## src/rtl/scc_pkg.sv

```systemverilog
// Package: constants and carriers for the smart card coupler control block
package scc_pkg;

    // ****************************************
    // Timing
    // ****************************************
    localparam int REF_CLK_HZ = 20000000;
    localparam int DEBOUNCE_US = 50;
    // Least time: no rounding; cycles per microsecond are truncated
    localparam int DEBOUNCE_CYC = (DEBOUNCE_US * (REF_CLK_HZ / 1000000) + 0);
    localparam int DEB_CNT_W = 11;

    // ****************************************
    // Programming fields and reset values
    // ****************************************
    localparam logic [1:0] CLK_DIV_1 = 2'h0;
    localparam logic [1:0] CLK_DIV_2 = 2'h1;
    localparam logic [1:0] CLK_DIV_4 = 2'h2;
    localparam logic [1:0] CLK_DIV_8 = 2'h3;
    localparam logic [1:0] ADDR_CLK_DIV = 2'h0;
    localparam logic [1:0] ADDR_CLK_STOP = 2'h1;
    localparam logic [1:0] ADDR_DET_POL = 2'h2;
    localparam logic [1:0] ADDR_CLK_LVL = 2'h3;
    localparam logic [1:0] CLK_DIV_RST = CLK_DIV_1;
    localparam logic CLK_STOP_RST = 1'b0;
    localparam logic CLK_LVL_RST = 1'b0;
    // Normally open switch: falling edge means insertion
    localparam logic DET_POL_RST = 1'b0;

    // Status selection on the address selects in normal mode
    localparam logic [1:0] STAT_SEL_CARD = 2'h0;
    localparam logic [1:0] STAT_SEL_BATT = 2'h1;
    localparam logic [1:0] STAT_SEL_SUPPLY = 2'h2;

    // ****************************************
    // Carriers
    // ****************************************
    typedef struct packed {
        logic addr_sel_high;
        logic addr_sel_low;
        logic program_select_n;
        logic power_enable;
        logic host_reset;
        logic host_serial;
    } scc_host_s;

    typedef struct packed {
        logic batt_low;
        logic supply_low;
        logic supply_overload;
    } scc_fault_s;

    typedef enum logic [2:0] {
        ST_OFF = 3'b001,
        ST_ON = 3'b010,
        ST_SHUT = 3'b100
    } scc_pwr_e;

endpackage

```

## src/rtl/scc_sync.sv

```systemverilog
// Two flip-flop synchroniser for one asynchronous level
`timescale 1ns/100ps
`default_nettype none
module scc_sync #(
    parameter logic RST_VAL = 1'b0
) (
    input wire logic ref_clk_i,
    input wire logic sys_rst_i,
    input wire logic d_i,
    output logic q_o
);
    logic meta_r;

    always_ff @(posedge ref_clk_i or posedge sys_rst_i) begin
        if (sys_rst_i) begin
            meta_r <= RST_VAL;
            q_o <= RST_VAL;
        end else begin
            meta_r <= d_i;
            q_o <= meta_r;
        end
    end
endmodule
`default_nettype wire

```

## src/rtl/scc_coupler.sv

```systemverilog
// Top: smart card coupler control logic
`timescale 1ns/100ps
`default_nettype none
module scc_coupler
    import scc_pkg::*;
(
    // Clock and reset
    input wire logic ref_clk_i,
    input wire logic sys_rst_i,
    // Host side
    input wire logic chip_select_n_i,
    input wire scc_pkg::scc_host_s host_i,
    output logic host_serial_o,
    output logic host_serial_oe_o,
    output logic interrupt_n_o,
    output logic interrupt_n_oe_o,
    output logic status_o,
    // Card side
    input wire logic card_presence_in_i,
    input wire logic card_serial_line_i,
    output logic card_serial_line_o,
    output logic card_serial_line_oe_o,
    output logic card_reset_out_o,
    output logic card_clock_out_o,
    // Supply monitor and converter
    input wire scc_pkg::scc_fault_s fault_i,
    output logic card_supply_en_o,
    output logic card_shutdown_sequence_o
);
    import scc_pkg::*;

    // ****************************************
    // Input synchronisers
    // ****************************************
    localparam int NSYNC = 12;
    logic [NSYNC-1:0] raw_w;
    logic [NSYNC-1:0] syn_w;
    // Reset values follow the idle level of each pin except program select and host serial, which reset low, so no false edge follows reset
    localparam logic [NSYNC-1:0] SYN_RST = {1'b1, 6'h00, 1'b1, 1'b1, 3'h0};

    assign raw_w = {chip_select_n_i, host_i, card_presence_in_i, card_serial_line_i,
                    fault_i};
    genvar gi;
    generate
        for (gi = 0; gi < NSYNC; gi++) begin : g_sync
            scc_sync #(.RST_VAL(SYN_RST[gi])) u_sync (
                .ref_clk_i(ref_clk_i),
                .sys_rst_i(sys_rst_i),
                .d_i(raw_w[gi]),
                .q_o(syn_w[gi])
            );
        end
    endgenerate

    logic cs_n_w;
    scc_host_s host_w;
    logic det_w;
    logic card_ser_w;
    scc_fault_s flt_w;
    assign {cs_n_w, host_w, det_w, card_ser_w, flt_w} = syn_w;

    // ****************************************
    // Edge detection on synchronised levels
    // ****************************************
    logic cs_n_d_r;
    logic pwr_d_r;
    logic ser_hold_r;
    logic host_to_card_r;
    logic cs_rise_w;
    logic cs_fall_w;
    logic pwr_rise_w;
    logic pwr_fall_w;

    assign cs_rise_w = cs_n_w & ~cs_n_d_r;
    assign cs_fall_w = ~cs_n_w & cs_n_d_r;
    assign pwr_rise_w = host_w.power_enable & ~pwr_d_r;
    assign pwr_fall_w = ~host_w.power_enable & pwr_d_r;

    // ****************************************
    // Programming mode and captured controls
    // ****************************************
    logic prog_mode_r;
    logic [1:0] clk_div_r;
    logic clk_stop_r;
    logic clk_lvl_r;
    logic det_pol_r;
    scc_host_s cap_r;
    logic [1:0] prog_addr_w;

    // Mode is latched on the falling chip select so program select may be released
    assign prog_addr_w = {host_w.addr_sel_high, host_w.addr_sel_low};

    always_ff @(posedge ref_clk_i or posedge sys_rst_i) begin
        if (sys_rst_i) begin
            cs_n_d_r <= 1'b1;
            pwr_d_r <= 1'b0;
            prog_mode_r <= 1'b0;
            cap_r <= '0;
            clk_div_r <= CLK_DIV_RST;
            clk_stop_r <= CLK_STOP_RST;
            clk_lvl_r <= CLK_LVL_RST;
            det_pol_r <= DET_POL_RST;
        end else begin
            cs_n_d_r <= cs_n_w;
            pwr_d_r <= host_w.power_enable;
            if (cs_fall_w) begin
                prog_mode_r <= ~host_w.program_select_n;
            end
            if (cs_rise_w) begin
                cap_r <= host_w;
                if (prog_mode_r) begin
                    case (prog_addr_w)
                        ADDR_CLK_DIV: clk_div_r <= {host_w.host_reset, host_w.host_serial};
                        ADDR_CLK_STOP: clk_stop_r <= host_w.host_serial;
                        ADDR_DET_POL: det_pol_r <= host_w.host_serial;
                        ADDR_CLK_LVL: clk_lvl_r <= host_w.host_serial;
                        default: clk_div_r <= clk_div_r;
                    endcase
                end
            end
        end
    end

    // ****************************************
    // Serial path
    // ****************************************
    logic path_en_w;
    assign path_en_w = ~cs_n_w & ~prog_mode_r;

    // Holds the last host serial value; it is what the card line sees
    always_ff @(posedge ref_clk_i or posedge sys_rst_i) begin
        if (sys_rst_i) begin
            ser_hold_r <= 1'b1;
            host_to_card_r <= 1'b1;
        end else begin
            if (path_en_w) begin
                ser_hold_r <= host_w.host_serial;
                host_to_card_r <= card_ser_w;
            end
        end
    end

    // ****************************************
    // Card presence debounce
    // ****************************************
    logic det_stable_r;
    logic [DEB_CNT_W-1:0] deb_cnt_r;
    logic present_w;
    logic insert_w;
    localparam logic [DEB_CNT_W-1:0] DEB_LAST = DEB_CNT_W'(DEBOUNCE_CYC - 1);

    always_ff @(posedge ref_clk_i or posedge sys_rst_i) begin
        if (sys_rst_i) begin
            det_stable_r <= 1'b1;
            deb_cnt_r <= '0;
        end else begin
            if (det_w == det_stable_r) begin
                deb_cnt_r <= '0;
            end else if (deb_cnt_r == DEB_LAST) begin
                det_stable_r <= det_w;
                deb_cnt_r <= '0;
            end else begin
                deb_cnt_r <= deb_cnt_r + 1'b1;
            end
        end
    end

    // Normally open: low means present; programmed polarity inverts it
    assign present_w = det_stable_r ^ ~det_pol_r;
    assign insert_w = (deb_cnt_r == DEB_LAST) && (det_w != det_stable_r) &&
                      ((det_w ^ ~det_pol_r) == 1'b1);

    // ****************************************
    // Supply state machine
    // ****************************************
    scc_pwr_e pwr_r;
    scc_pwr_e pwr_nxt;

    always_comb begin
        pwr_nxt = pwr_r;
        case (pwr_r)
            ST_OFF: begin
                if (~cs_n_w && pwr_rise_w && !flt_w.batt_low) begin
                    pwr_nxt = ST_ON;
                end
            end
            ST_ON: begin
                if (flt_w.batt_low || flt_w.supply_overload) begin
                    pwr_nxt = ST_SHUT;
                end else if (~cs_n_w && pwr_fall_w) begin
                    pwr_nxt = ST_SHUT;
                end
            end
            ST_SHUT: pwr_nxt = ST_OFF;
            default: pwr_nxt = ST_OFF;
        endcase
    end

    always_ff @(posedge ref_clk_i or posedge sys_rst_i) begin
        if (sys_rst_i) begin
            pwr_r <= ST_OFF;
        end else begin
            pwr_r <= pwr_nxt;
        end
    end

    // ****************************************
    // Card clock divider
    // ****************************************
    // Ratios are relative to the undivided output, which already toggles each cycle
    logic [3:0] div_cnt_r;
    logic clk_bit_w;
    assign clk_bit_w = (clk_div_r == CLK_DIV_2) ? div_cnt_r[1] :
                       (clk_div_r == CLK_DIV_4) ? div_cnt_r[2] :
                       (clk_div_r == CLK_DIV_8) ? div_cnt_r[3] : 1'b0;

    always_ff @(posedge ref_clk_i or posedge sys_rst_i) begin
        if (sys_rst_i) begin
            div_cnt_r <= '0;
        end else begin
            div_cnt_r <= div_cnt_r + 4'h1;
        end
    end

    // ****************************************
    // Interrupt, status and outputs
    // ****************************************
    logic irq_r;
    logic irq_set_w;
    logic card_on_w;
    logic status_nxt;
    logic [1:0] stat_sel_w;
    logic card_clk_nxt;

    assign card_on_w = (pwr_r == ST_ON);
    assign irq_set_w = insert_w || flt_w.batt_low || flt_w.supply_overload;
    assign stat_sel_w = {cap_r.addr_sel_high, cap_r.addr_sel_low};
    assign status_nxt = (stat_sel_w == STAT_SEL_CARD) ? present_w :
                        (stat_sel_w == STAT_SEL_BATT) ? ~flt_w.batt_low :
                        ~(flt_w.supply_low | flt_w.supply_overload);
    // Undivided selection toggles the output itself each cycle: 20 MHz output needs a faster clock
    assign card_clk_nxt = (!card_on_w || clk_stop_r) ? (card_on_w & clk_lvl_r) :
                          (clk_div_r == CLK_DIV_1) ? ~card_clock_out_o : clk_bit_w;

    always_ff @(posedge ref_clk_i or posedge sys_rst_i) begin
        if (sys_rst_i) begin
            irq_r <= 1'b0;
            status_o <= 1'b1;
            card_reset_out_o <= 1'b0;
            card_clock_out_o <= 1'b0;
            host_serial_o <= 1'b0;
            host_serial_oe_o <= 1'b0;
            card_serial_line_o <= 1'b0;
            card_serial_line_oe_o <= 1'b0;
            interrupt_n_o <= 1'b0;
            interrupt_n_oe_o <= 1'b0;
            card_supply_en_o <= 1'b0;
            card_shutdown_sequence_o <= 1'b0;
        end else begin
            // Set wins over a clearing edge in the same cycle
            if (irq_set_w) begin
                irq_r <= 1'b1;
            end else if (cs_rise_w || pwr_rise_w) begin
                irq_r <= 1'b0;
            end
            interrupt_n_o <= 1'b0;
            interrupt_n_oe_o <= irq_set_w | (irq_r & ~(cs_rise_w | pwr_rise_w));
            status_o <= status_nxt;
            card_reset_out_o <= card_on_w & (path_en_w ? host_w.host_reset : card_reset_out_o)
                                & host_w.power_enable & host_w.program_select_n;
            card_clock_out_o <= card_clk_nxt;
            // Open-drain style: only lows are driven; pull-ups supply highs
            card_serial_line_o <= 1'b0;
            // A side we pull low ourselves is not echoed back, else the path latches low
            card_serial_line_oe_o <= card_on_w & path_en_w & ~ser_hold_r
                                     & ~host_serial_oe_o;
            host_serial_o <= 1'b0;
            host_serial_oe_o <= path_en_w & ~host_to_card_r & ~card_serial_line_oe_o;
            card_supply_en_o <= card_on_w;
            card_shutdown_sequence_o <= (pwr_r == ST_SHUT);
        end
    end
endmodule
`default_nettype wire

```

## config.mk

```make
export PLATFORM = sky130hd
export DESIGN_NAME = scc_coupler
export DESIGN_NICKNAME = d
export VERILOG_FILES = /design/src/rtl/scc_pkg.sv /design/src/rtl/scc_sync.sv /design/src/rtl/scc_coupler.sv
export SDC_FILE = /design/constraint.sdc
export NUM_CORES = 1
export LEC_CHECK = 0
export BUFFER_PORTS_ARGS = -buffer_cell sky130_fd_sc_hd__buf_2
export CAP_MARGIN = 20
export CORE_UTILIZATION = 50
export DETAILED_ROUTE_END_ITERATION = 10
export GPL_TIMING_DRIVEN = 0
export HOLD_SLACK_MARGIN = 0.08
export PLACE_DENSITY_LB_ADDON = 0.15
export SLEW_MARGIN = 15
export SYNTH_ARGS = -nofsm -noshare
export SYNTH_HDL_FRONTEND = slang
export SYNTH_HIERARCHICAL = 1
export SYNTH_SLANG_ARGS = --single-unit
```

## constraint.sdc

```tcl
create_clock -name ref_clk_i -period 2.9 [get_ports ref_clk_i]
set_input_delay 0.725 -clock ref_clk_i [delete_from_list [all_inputs] [get_ports ref_clk_i]]
set_output_delay 0.725 -clock ref_clk_i [all_outputs]
set_load 0.02 [all_outputs]
```

==> Yosys cells after proc, flatten, opt, wreduce, memory -nomap -nowiden <==
Index checks and enable logic that the tools add are counted.
{ "word_totals": {"ff_bits": 64, "input_bits": 14, "wordCells": 139} }
{ "classes": {"n_addsub": 2, "eq_ne": 15, "muxes": 16, "n_bitwise": 36, "reduce_logical": 22} }
{ "op_table": {"columns": ["operator", "n"], "rows": [
  ["11-bit 2-to-1 mux", 2],
  ["1-bit inverter", 16],
  ["1-bit AND", 15],
  ["3-bit AND reduction", 4],
  ["11-bit by 1-bit adder with 11-bit output, second input constant", 1],
  ["11-bit by 10-bit equality test with 1-bit output, second input constant", 1],
  ["1-bit 2-to-1 mux", 10],
  ["3-bit 2-to-1 mux", 3],
  ["2-bit equality test, second input constant", 4],
  ["2-bit by 1-bit equality test with 1-bit output, second input constant", 3],
  ["2-bit zero test", 3],
  ["3-bit one-hot mux with 2 select lines", 1],
  ["1-bit logical AND", 5],
  ["1-bit logical OR", 5],
  ["4-bit by 1-bit adder with 4-bit output, second input constant", 1],
  ["2-bit AND reduction", 2],
  ["3-bit by 1-bit equality test with 1-bit output, second input constant", 1],
  ["3-bit by 2-bit equality test with 1-bit output, second input constant", 1],
  ["3-bit equality test, second input constant", 1],
  ["3-bit by 1-bit inequality test with 1-bit output, second input constant", 1],
  ["1-bit OR", 3],
  ["1-bit zero test", 2],
  ["2-bit inequality test, second input constant", 1],
  ["2-bit nonzero test", 1],
  ["other kinds (3)", 4]
]} }

==> Logic depth before layout (Yosys ltp) <==
Gate-level depths: netlist (run 1).
{ "depth": {"ltp_word": 6, "mapped_depth": 4, "depth_no_buf": 4} }

==> Cells and area by module <==
Netlist (run 1), hierarchy kept.
{ "modules_own_cells": {"columns": ["module", "instances", "cells_per_inst", "area_each_um2", "seq_area_each_um2"], "rows": [
  ["scc_coupler", 1, 150, 1813.0, 1008.5],
  ["scc_sync at g_sync[0].u_sync ...", 9, 3, 53.8, 50.0],
  ["scc_sync at g_sync[11].u_sync ...", 3, 3, 56.3, 52.6]
]} }

==> Least setup slack after synthesis (run 1) <==
Ideal clock, no wire load.
{ "synth_path": {"path_kind": "reg-to-reg", "startpoint": "register g_sync[11].u_sync.q_o", "endpoint": "register clk_div_r[0]", "setup_ns": 0.125, "arrival_ns": 1.491, "required_time_ns": 2.775, "slack_ns": 1.285, "path_stages_with_launch": 5, "path_buffers": 1, "synth_period_minus_slack_ns": 1.615, "cell_sequence": "dfstp_2 nor2b_1 clkbuf_1 and4bb_2 mux2_2"} }
{ "synth_via": {"elab_chain_cells": 2} }
{ "synth_lines": {"columns": ["element", "line", "text"], "rows": [
  ["start, declared", "scc_sync.sv:10", "output logic q_o"],
  ["start signal, assigned", "scc_sync.sv:20", "q_o <= meta_r;"],
  ["1-bit AND", "scc_coupler.sv:74", "assign cs_rise_w = cs_n_w & ~cs_n_d_r;"],
  ["3-bit AND reduction (no source line)", null, null],
  ["end signal, assigned", "scc_coupler.sv:113", "ADDR_CLK_DIV: clk_div_r <= {host_w.host_reset, host_w.host_serial};"],
  ["end signal, assigned", "scc_coupler.sv:117", "default: clk_div_r <= clk_div_r;"],
  ["end, declared", "scc_coupler.sv:83", "logic [1:0] clk_div_r;"]
]} }
No other way between the ends.
A chain may end at the register's enable or synchronous reset.

==> Final worst setup path (run 1) <==
{ "layout_path": {"startpoint": "register deb_cnt_r[0]", "endpoint": "register deb_cnt_r[3]"} }
{ "layout_via": {"elab_chain_cells": 3} }
{ "layout_lines": {"columns": ["element", "line", "text"], "rows": [
  ["start, declared", "scc_coupler.sv:147", "logic [DEB_CNT_W-1:0] deb_cnt_r;"],
  ["start signal, assigned", "scc_coupler.sv:163", "deb_cnt_r <= deb_cnt_r + 1'b1;"],
  ["11-bit by 1-bit adder with 11-bit output / 11-bit by 10-bit equality test with 1-bit output (equally long branches)", "scc_coupler.sv:163, scc_coupler.sv:159", null],
  ["11-bit 2-to-1 mux (*)", "scc_coupler.sv:159", "end else if (deb_cnt_r == DEB_LAST) begin"],
  ["11-bit 2-to-1 mux (*)", "scc_coupler.sv:157", "if (det_w == det_stable_r) begin"]
]} }
Mark *: on every way between the ends. The rest lies on a longest branch, timed or not.

==> results.cfg, run 1 <==
[critical_path]
path_buf_inv = 0
crit_required_ns = 3.08
path_cells = ha_1 > nand4bb_2 > o41ai_1 > nor2_1
critPathKind = reg2reg
crit_arrival_ns = 1.99
path_delay_family = compound AO/OA/AOI/OAI gates
cp_max_fo = 5
r2r-start = deb_cnt_r[0]$_DFF_PP0_
worstSetupStartpoint = deb_cnt_r[0]$_DFF_PP0_
ff2ff_path_depth = 4
max_stage_delay_ns = 0.69
endpoint_kind = flip-flop
cp-start-kind = flip-flop
worst_path_max_delay_cell = o41ai_1
cp.depth = 4

[logic_synthesis]
synth_seq_cells = 64
ys_types = 52
ys_seq_area_share_pct = 65.6
syn_area_um2 = 2470
async_flop_share_pct = 100
synth_enable_flop_cells = 0
synth_area_per_cell_um2 = 13.3
yosysWarnings = 6
synth_cells = 186
synth-main-ff-cell = dfrtp_1

[layout]
num-nets-final = 237
layout-drive-gt1-share_pct = 33.6
post-route-util_pct = 61.9
area_growth_pct = 18.5
n_antenna_cell = 0
final_area_um2 = 2920

[global_routing]
grt_pass1_vias = 1531
grt_max_degree = 29
grt_pass1_wl_mm = 6.98
grt_antenna_before_repair = 0
grt_overflow = 0
grt_use_total_pct = 18.5

[route]
drt-initial-drc-count = 55
post-route-drc-count = 0
via_per_inst = 5.13
routedWlPerCell_um = 14.1
totalWireLength_mm = 4.13
ant_nets = 0
firstDrtPassIters = 4
vias = 1502

[sta]
worstMarginPinSlew_ns = 0.805
slew_headroom_pct = 45.6
period_minus_slack_ns = 1.80
max_clock_freq_mhz = 554
period_share_pct = 62.2
drv_slew = 0
finalHoldViolCount = 0
fin_worst_skew_ns = 0.00478
setup_viol = 0
rsz0062_at_grt = no
setup_tns_ns = 0

[floorplanning]
die_w_um = 72.2
die_h_um = 72.2
dieArea_um2 = 5220
ios = 25
row_count = 25
start_util_pct = 52.2
core-area_um2 = 4720

[power]
power_uw = 2010
seqPwrFrac_pct = 49.8
peakVddDrop_mv = 0.443
p_per_area_nw_per_um2 = 689
switching_share_pct = 21.5
switching_power_uw = 433
comb_power_share_pct = 6.4
internal-power_uw = 1580
p_leak_uw = 0.00136
clock_power_share_pct = 43.7

[clocking]
cts_tree = built
clk_latency_ns = 0.34
post_cts.repair.setup_buffers = 0
cts_root_buf = clkbuf_8
cts_buffer_depth = 2
clkSinkCount = 64
cts_buffers = 9
clkTransAtPathRegs_ns = 0.07
cts-htree-levels = 3
post_cts_resize_count = 0
cts_hold_buffers = 0

[placed_design]
port_buffers = 21
hpwl_mm = 2.97
globalplace.congestion = 0.741
placed_cell_area_um2 = 2680

[status]
outcome = completed

[flow_run]
cap_viol_max_count = 0

[min_path]
min_path_type = in2async
-- metrics by stage --
stage	hold WS, ns	setup slack, ns	cells
2_1_floorplan	0.331	1.27	188
3_3_place_gp	0.332	0.685	276
3_5_place_dp	0.336	1.11	277
4_1_cts	0.337	1.09	293
5_1_grt	0.357	0.892	293
6_report	0.344	1.10	293
-- cell usage after synthesis, types with 2 or more instances --
cell / number / area (um^2)
nand2b_1: 3 / 18.8
o31ai_1: 2 / 15.0
dfstp_2: 12 / 315
a21oi_1: 6 / 30.0
nor4b_1: 2 / 17.5
dfrtp_1: 52 / 1300
o21ai_0: 6 / 30.0
xor2_1: 4 / 35.0
buf_4: 3 / 22.5
inv_1: 19 / 71.3
nand3_1: 5 / 25.0
nand4b_1: 2 / 17.5
ha_1: 2 / 25.0
mux2_2: 9 / 101
nor2_1: 12 / 45.0
nand4_1: 2 / 12.5
nand2_1: 6 / 22.5
o221ai_1: 2 / 17.5
xnor2_1: 4 / 35.0
-- registers in the layout, summed over array words and instances, names as in the netlist, 2 cells and up --
register	count
cap_r	2
clk_div_r	2
deb_cnt_r	11
div_cnt_r	4
g_sync.u_sync/meta_r	12
g_sync.u_sync/q_o	12
pwr_r	3
-- worst reg2reg max path, cell delays in order (launching register included) --
cell       delay (ns)
dfrtp_1          0.39
ha_1             0.27
nand4bb_2        0.18
o41ai_1          0.69
nor2_1           0.12
-- per-layer routing --
layer	wire length (um)	GRT usage (%)
met4	150	14.6
met5	0	0
met3	128	5.14
met1	1730	21.1
met2	2120	29.6
-- cell usage in the layout, fill, tap and decap left out, drive strengths merged, types with 2 or more instances in the layout --
cell and instances:
nor4b 2, nand3 5, conb 3, ha 2, a21o 2, bufinv 2, buf 26, nand2 6
xor2 4, o21ai 6, o31ai 2, xnor2 4, clkinvlp 2, dfrtp 52, or4 3, inv 19
nor2 12, dfstp 12, nand2b 3, or3 2, nand4 3, mux2 10, clkbuf 13, nand4b 2
a21oi 6, o221ai 2
-- final cells by class --
type	instances	area (um^2)
repair buffers	22	125
multi-input cells	100	748
plain buffers	5	37.5
clock buffers	12	165
inverters	19	71.3
well taps	67	83.8
fillers	383	1800
flip-flops and latches	64	1620
clock inverters	4	75.1
-- kinds of logic (layout without fill, tap and decap cells) --
kind of cell,Yosys count,count (layout),share of synthesized area (%)
fa+ha+maj,2,2,1.01
xor+xnor,8,8,2.84
flops,64,64,65.6
buf+inv,24,62,4.41
mux,12,12,6.04
simple gates,48,48,12.4
compound gates,27,27,7.61
other cells,1,3,0.152
-- final timing paths --
kind	endpoint	slack, ns
setup / recovery	deb_cnt_r[3]$_DFF_PP0_	1.10
hold / removal	g_sync[5].u_sync/q_o$_DFF_PP0_	0.34
setup reg to reg	deb_cnt_r[3]$_DFF_PP0_	1.10
hold reg to reg	g_sync[5].u_sync/q_o$_DFF_PP0_	0.35
max in group asynchronous	cs_n_d_r$_DFF_PP1_	1.94
min in group ref_clk_i	g_sync[5].u_sync/q_o$_DFF_PP0_	0.35
-- power by group through the flow --
stage	Clock, uW	Combinational [uW]	Sequential (uW)
2_1_floorplan	0	90.9	1010
3_3_place_gp	0	123	1020
3_5_place_dp	0	131	1020
4_1_cts	904	132	1000
5_1_grt	944	144	1010
6_report	881	129	1000
(Power assumes the default switching activity.)
==> inputs of run 2 (changes only) <==
ABC_AREA = 1   (was default)
clock period = 1.85 ns   (was 2.9 ns; I/O delays follow)
==> results.cfg, run 2 <==
[status]
outcome = completed

[logic_synthesis]
yosysWarnings = 6
synth-main-ff-cell = dfrtp_1
yosysTopAreaCellShare_pct = 52.5
synth_compound_area_share_pct = 5.96
synth_cells = 244
synth-xor-area-share_pct = 2.78
synth_largest_area_cell = dfrtp_1
async_flop_share_pct = 100
synthAdderAreaFrac_pct = 1.01
synth_top_family_by_area = simple AND/OR/NAND/NOR gates
ys_types = 27
yosys.area_share.simple_pct = 17.2
syn_area_um2 = 2480
synthTopCellsByCount = 52 x dfrtp_1, 44 x inv_1, 36 x nand2_1
synth_enable_flop_cells = 0
synth_seq_cells = 64
ys_seq_area_share_pct = 65.2
muxShareOfSynthArea_pct = 0
synth_area_per_cell_um2 = 10.2
yosys-top-cells-area = dfrtp_1 52%, dfstp_2 13%, inv_1 6.7%
yosys.cell_count.top_type = dfrtp_1

[clocking]
post_cts_resize_count = 0
cts_buffer_depth = 2
clkSinkCount = 64
cts_root_buf = clkbuf_8
cts-htree-levels = 3
clk_latency_ns = 0.33
clkTransAtPathRegs_ns = 0.07
post_cts.repair.setup_buffers = 0
cts_buffers = 9
cts_tree = built

[layout]
stdcell_count = 352
top_regs = g_sync.u_sync/meta_r: 12 flops, g_sync.u_sync/q_o: 12 flops, deb_cnt_r: 11 flops
final_area_um2 = 2930
layout_common_cells = 52 x dfrtp_1, 43 x inv_1, 36 x nand2_1, 28 x nor2_1, 21 x buf_2
n_antenna_cell = 0
nFillCells = 420
layout-drive-gt1-share_pct = 21.8
final_common_cell = dfrtp_1
area_growth_pct = 18.1
post-route-util_pct = 61.6
num-nets-final = 296

[placed_design]
port_buffers = 21
placed_cell_area_um2 = 2700
globalplace.congestion = 0.752
pre_cts_slack_ns = 0.375
place_inst = 335
hpwl_mm = 2.75

[critical_path]
critPathKind = reg2reg
worst_path_max_delay_cell = dfrtp_1
crit_required_ns = 2.07
max_stage_delay_ns = 0.39
cp-start-kind = flip-flop
cp_max_fo = 8
path_cells = ha_1 > nand2_2 > nor2_1 > nand4_2 > nand2_2 > nor2_1
crit_arrival_ns = 1.69
path_delay_family = simple AND/OR/NAND/NOR gates
path_buf_inv = 0
endpoint_kind = flip-flop

[power]
p_leak_uw = 0.00146
peakVddDrop_mv = 0.804
p_per_area_nw_per_um2 = 1110

[global_routing]
grt_max_degree = 33
grt_use_total_pct = 17.9
grt_antenna_before_repair = 0
grt_overflow = 0
grt_pass1_vias = 1602
grt_pass1_wl_mm = 6.82

[sta]
setup_ws_ns = 0.385
setup_viol = 0
fin_worst_skew_ns = 0.00568
setup_tns_ns = 0
finalHoldViolCount = 0
period_minus_slack_ns = 1.46
drv_slew = 0
rsz0062_at_grt = no
period_share_pct = 79.2
max_clock_freq_mhz = 683

[floorplanning]
row_count = 25
die_h_um = 72.4
die_w_um = 72.4
ios = 25
start_util_pct = 52.1
dieArea_um2 = 5240
core-area_um2 = 4750

[route]
firstDrtPassIters = 4
routedWlPerCell_um = 10.9
drt-initial-drc-count = 103
vias = 1617
via_per_inst = 4.59
post-route-drc-count = 0
ant_nets = 0
totalWireLength_mm = 3.83

[min_path]
min_path_type = in2reg

[flow_run]
cap_viol_max_count = 0
[run 2: power by group]
group / leakage, uW / internal, uW / total [uW] / switching (uW)
combinational: 0.000581 / 115 / 315 / 200
clock: 0.000106 / 793 / 1310 / 515
sequential: 0.000778 / 1550 / 1620 / 72.0
[run 2: worst paths after layout]
path | end | slack, ns | cells after the start | from
min | g_sync[11].u_sync/meta_r$_DFF_PP1_ | 0.22 | 1 | chip_select_n_i
min in group asynchronous | g_sync[5].u_sync/meta_r$_DFF_PP0_ | 0.62 | 3 | sys_rst_i
max reg2reg | deb_cnt_r[5]$_DFF_PP0_ | 0.39 | 6 | deb_cnt_r[0]$_DFF_PP0_
max | deb_cnt_r[5]$_DFF_PP0_ | 0.39 | 6 | deb_cnt_r[0]$_DFF_PP0_
min reg2reg | g_sync[2].u_sync/q_o$_DFF_PP0_ | 0.35 | 0 | g_sync[2].u_sync/meta_r$_DFF_PP0_
max in group asynchronous | ser_hold_r$_DFFE_PP1N_ | 0.67 | 4 | sys_rst_i
[run 2: layout make-up]
cell class	instances	area, um^2	share of cell area, %
clock buffer	11	141	4.83
clock inverter	5	80.1	2.74
tap	67	83.8	2.86
timing repair buffer	23	135	4.62
multi-input combinational	134	678	23.2
sequential	64	1620	55.2
buffer	3	22.5	0.770
inverter	45	169	5.77
[run 2: cell families after synthesis]
kind of cell | Yosys count
flip-flops | 64
adder cells (fa/ha/maj) | 2
AO/OA/AOI/OAI | 26
AND/OR/NAND/NOR | 96
other | 1
buffers and inverters | 48
XOR/XNOR | 7
[run 2: repair_timing]
item,CTS,global route
endpoints found under the setup margin,0,0
hold buffers,1,0
hold endpoints to repair,15,0
[run 2: worst reg2reg max path, delay by kind of cell, from the launching register on]
kind	cells	cell delay, ns
adders and majority gates	1	0.27
DFF	1	0.39
and+or+nand+nor	5	0.69
[run 2: through the flow]
| step | hold slack [ns] | power [uW] |
|---|---|---|
| 2_1_floorplan | 0.204 | 1860 |
| 3_3_place_gp | 0.332 | 1940 |
| 3_5_place_dp | 0.336 | 1960 |
| 4_1_cts | 0.201 | 3280 |
| 5_1_grt | 0.200 | 3400 |
| 6_report | 0.219 | 3240 |
[run 2: per-layer routing]
layer  wire [um]  global-route usage [%]
met1        1820                    22.1
met3         148                    7.08
met2        1810                    27.6
met5           0                       0
met4          55                    8.50
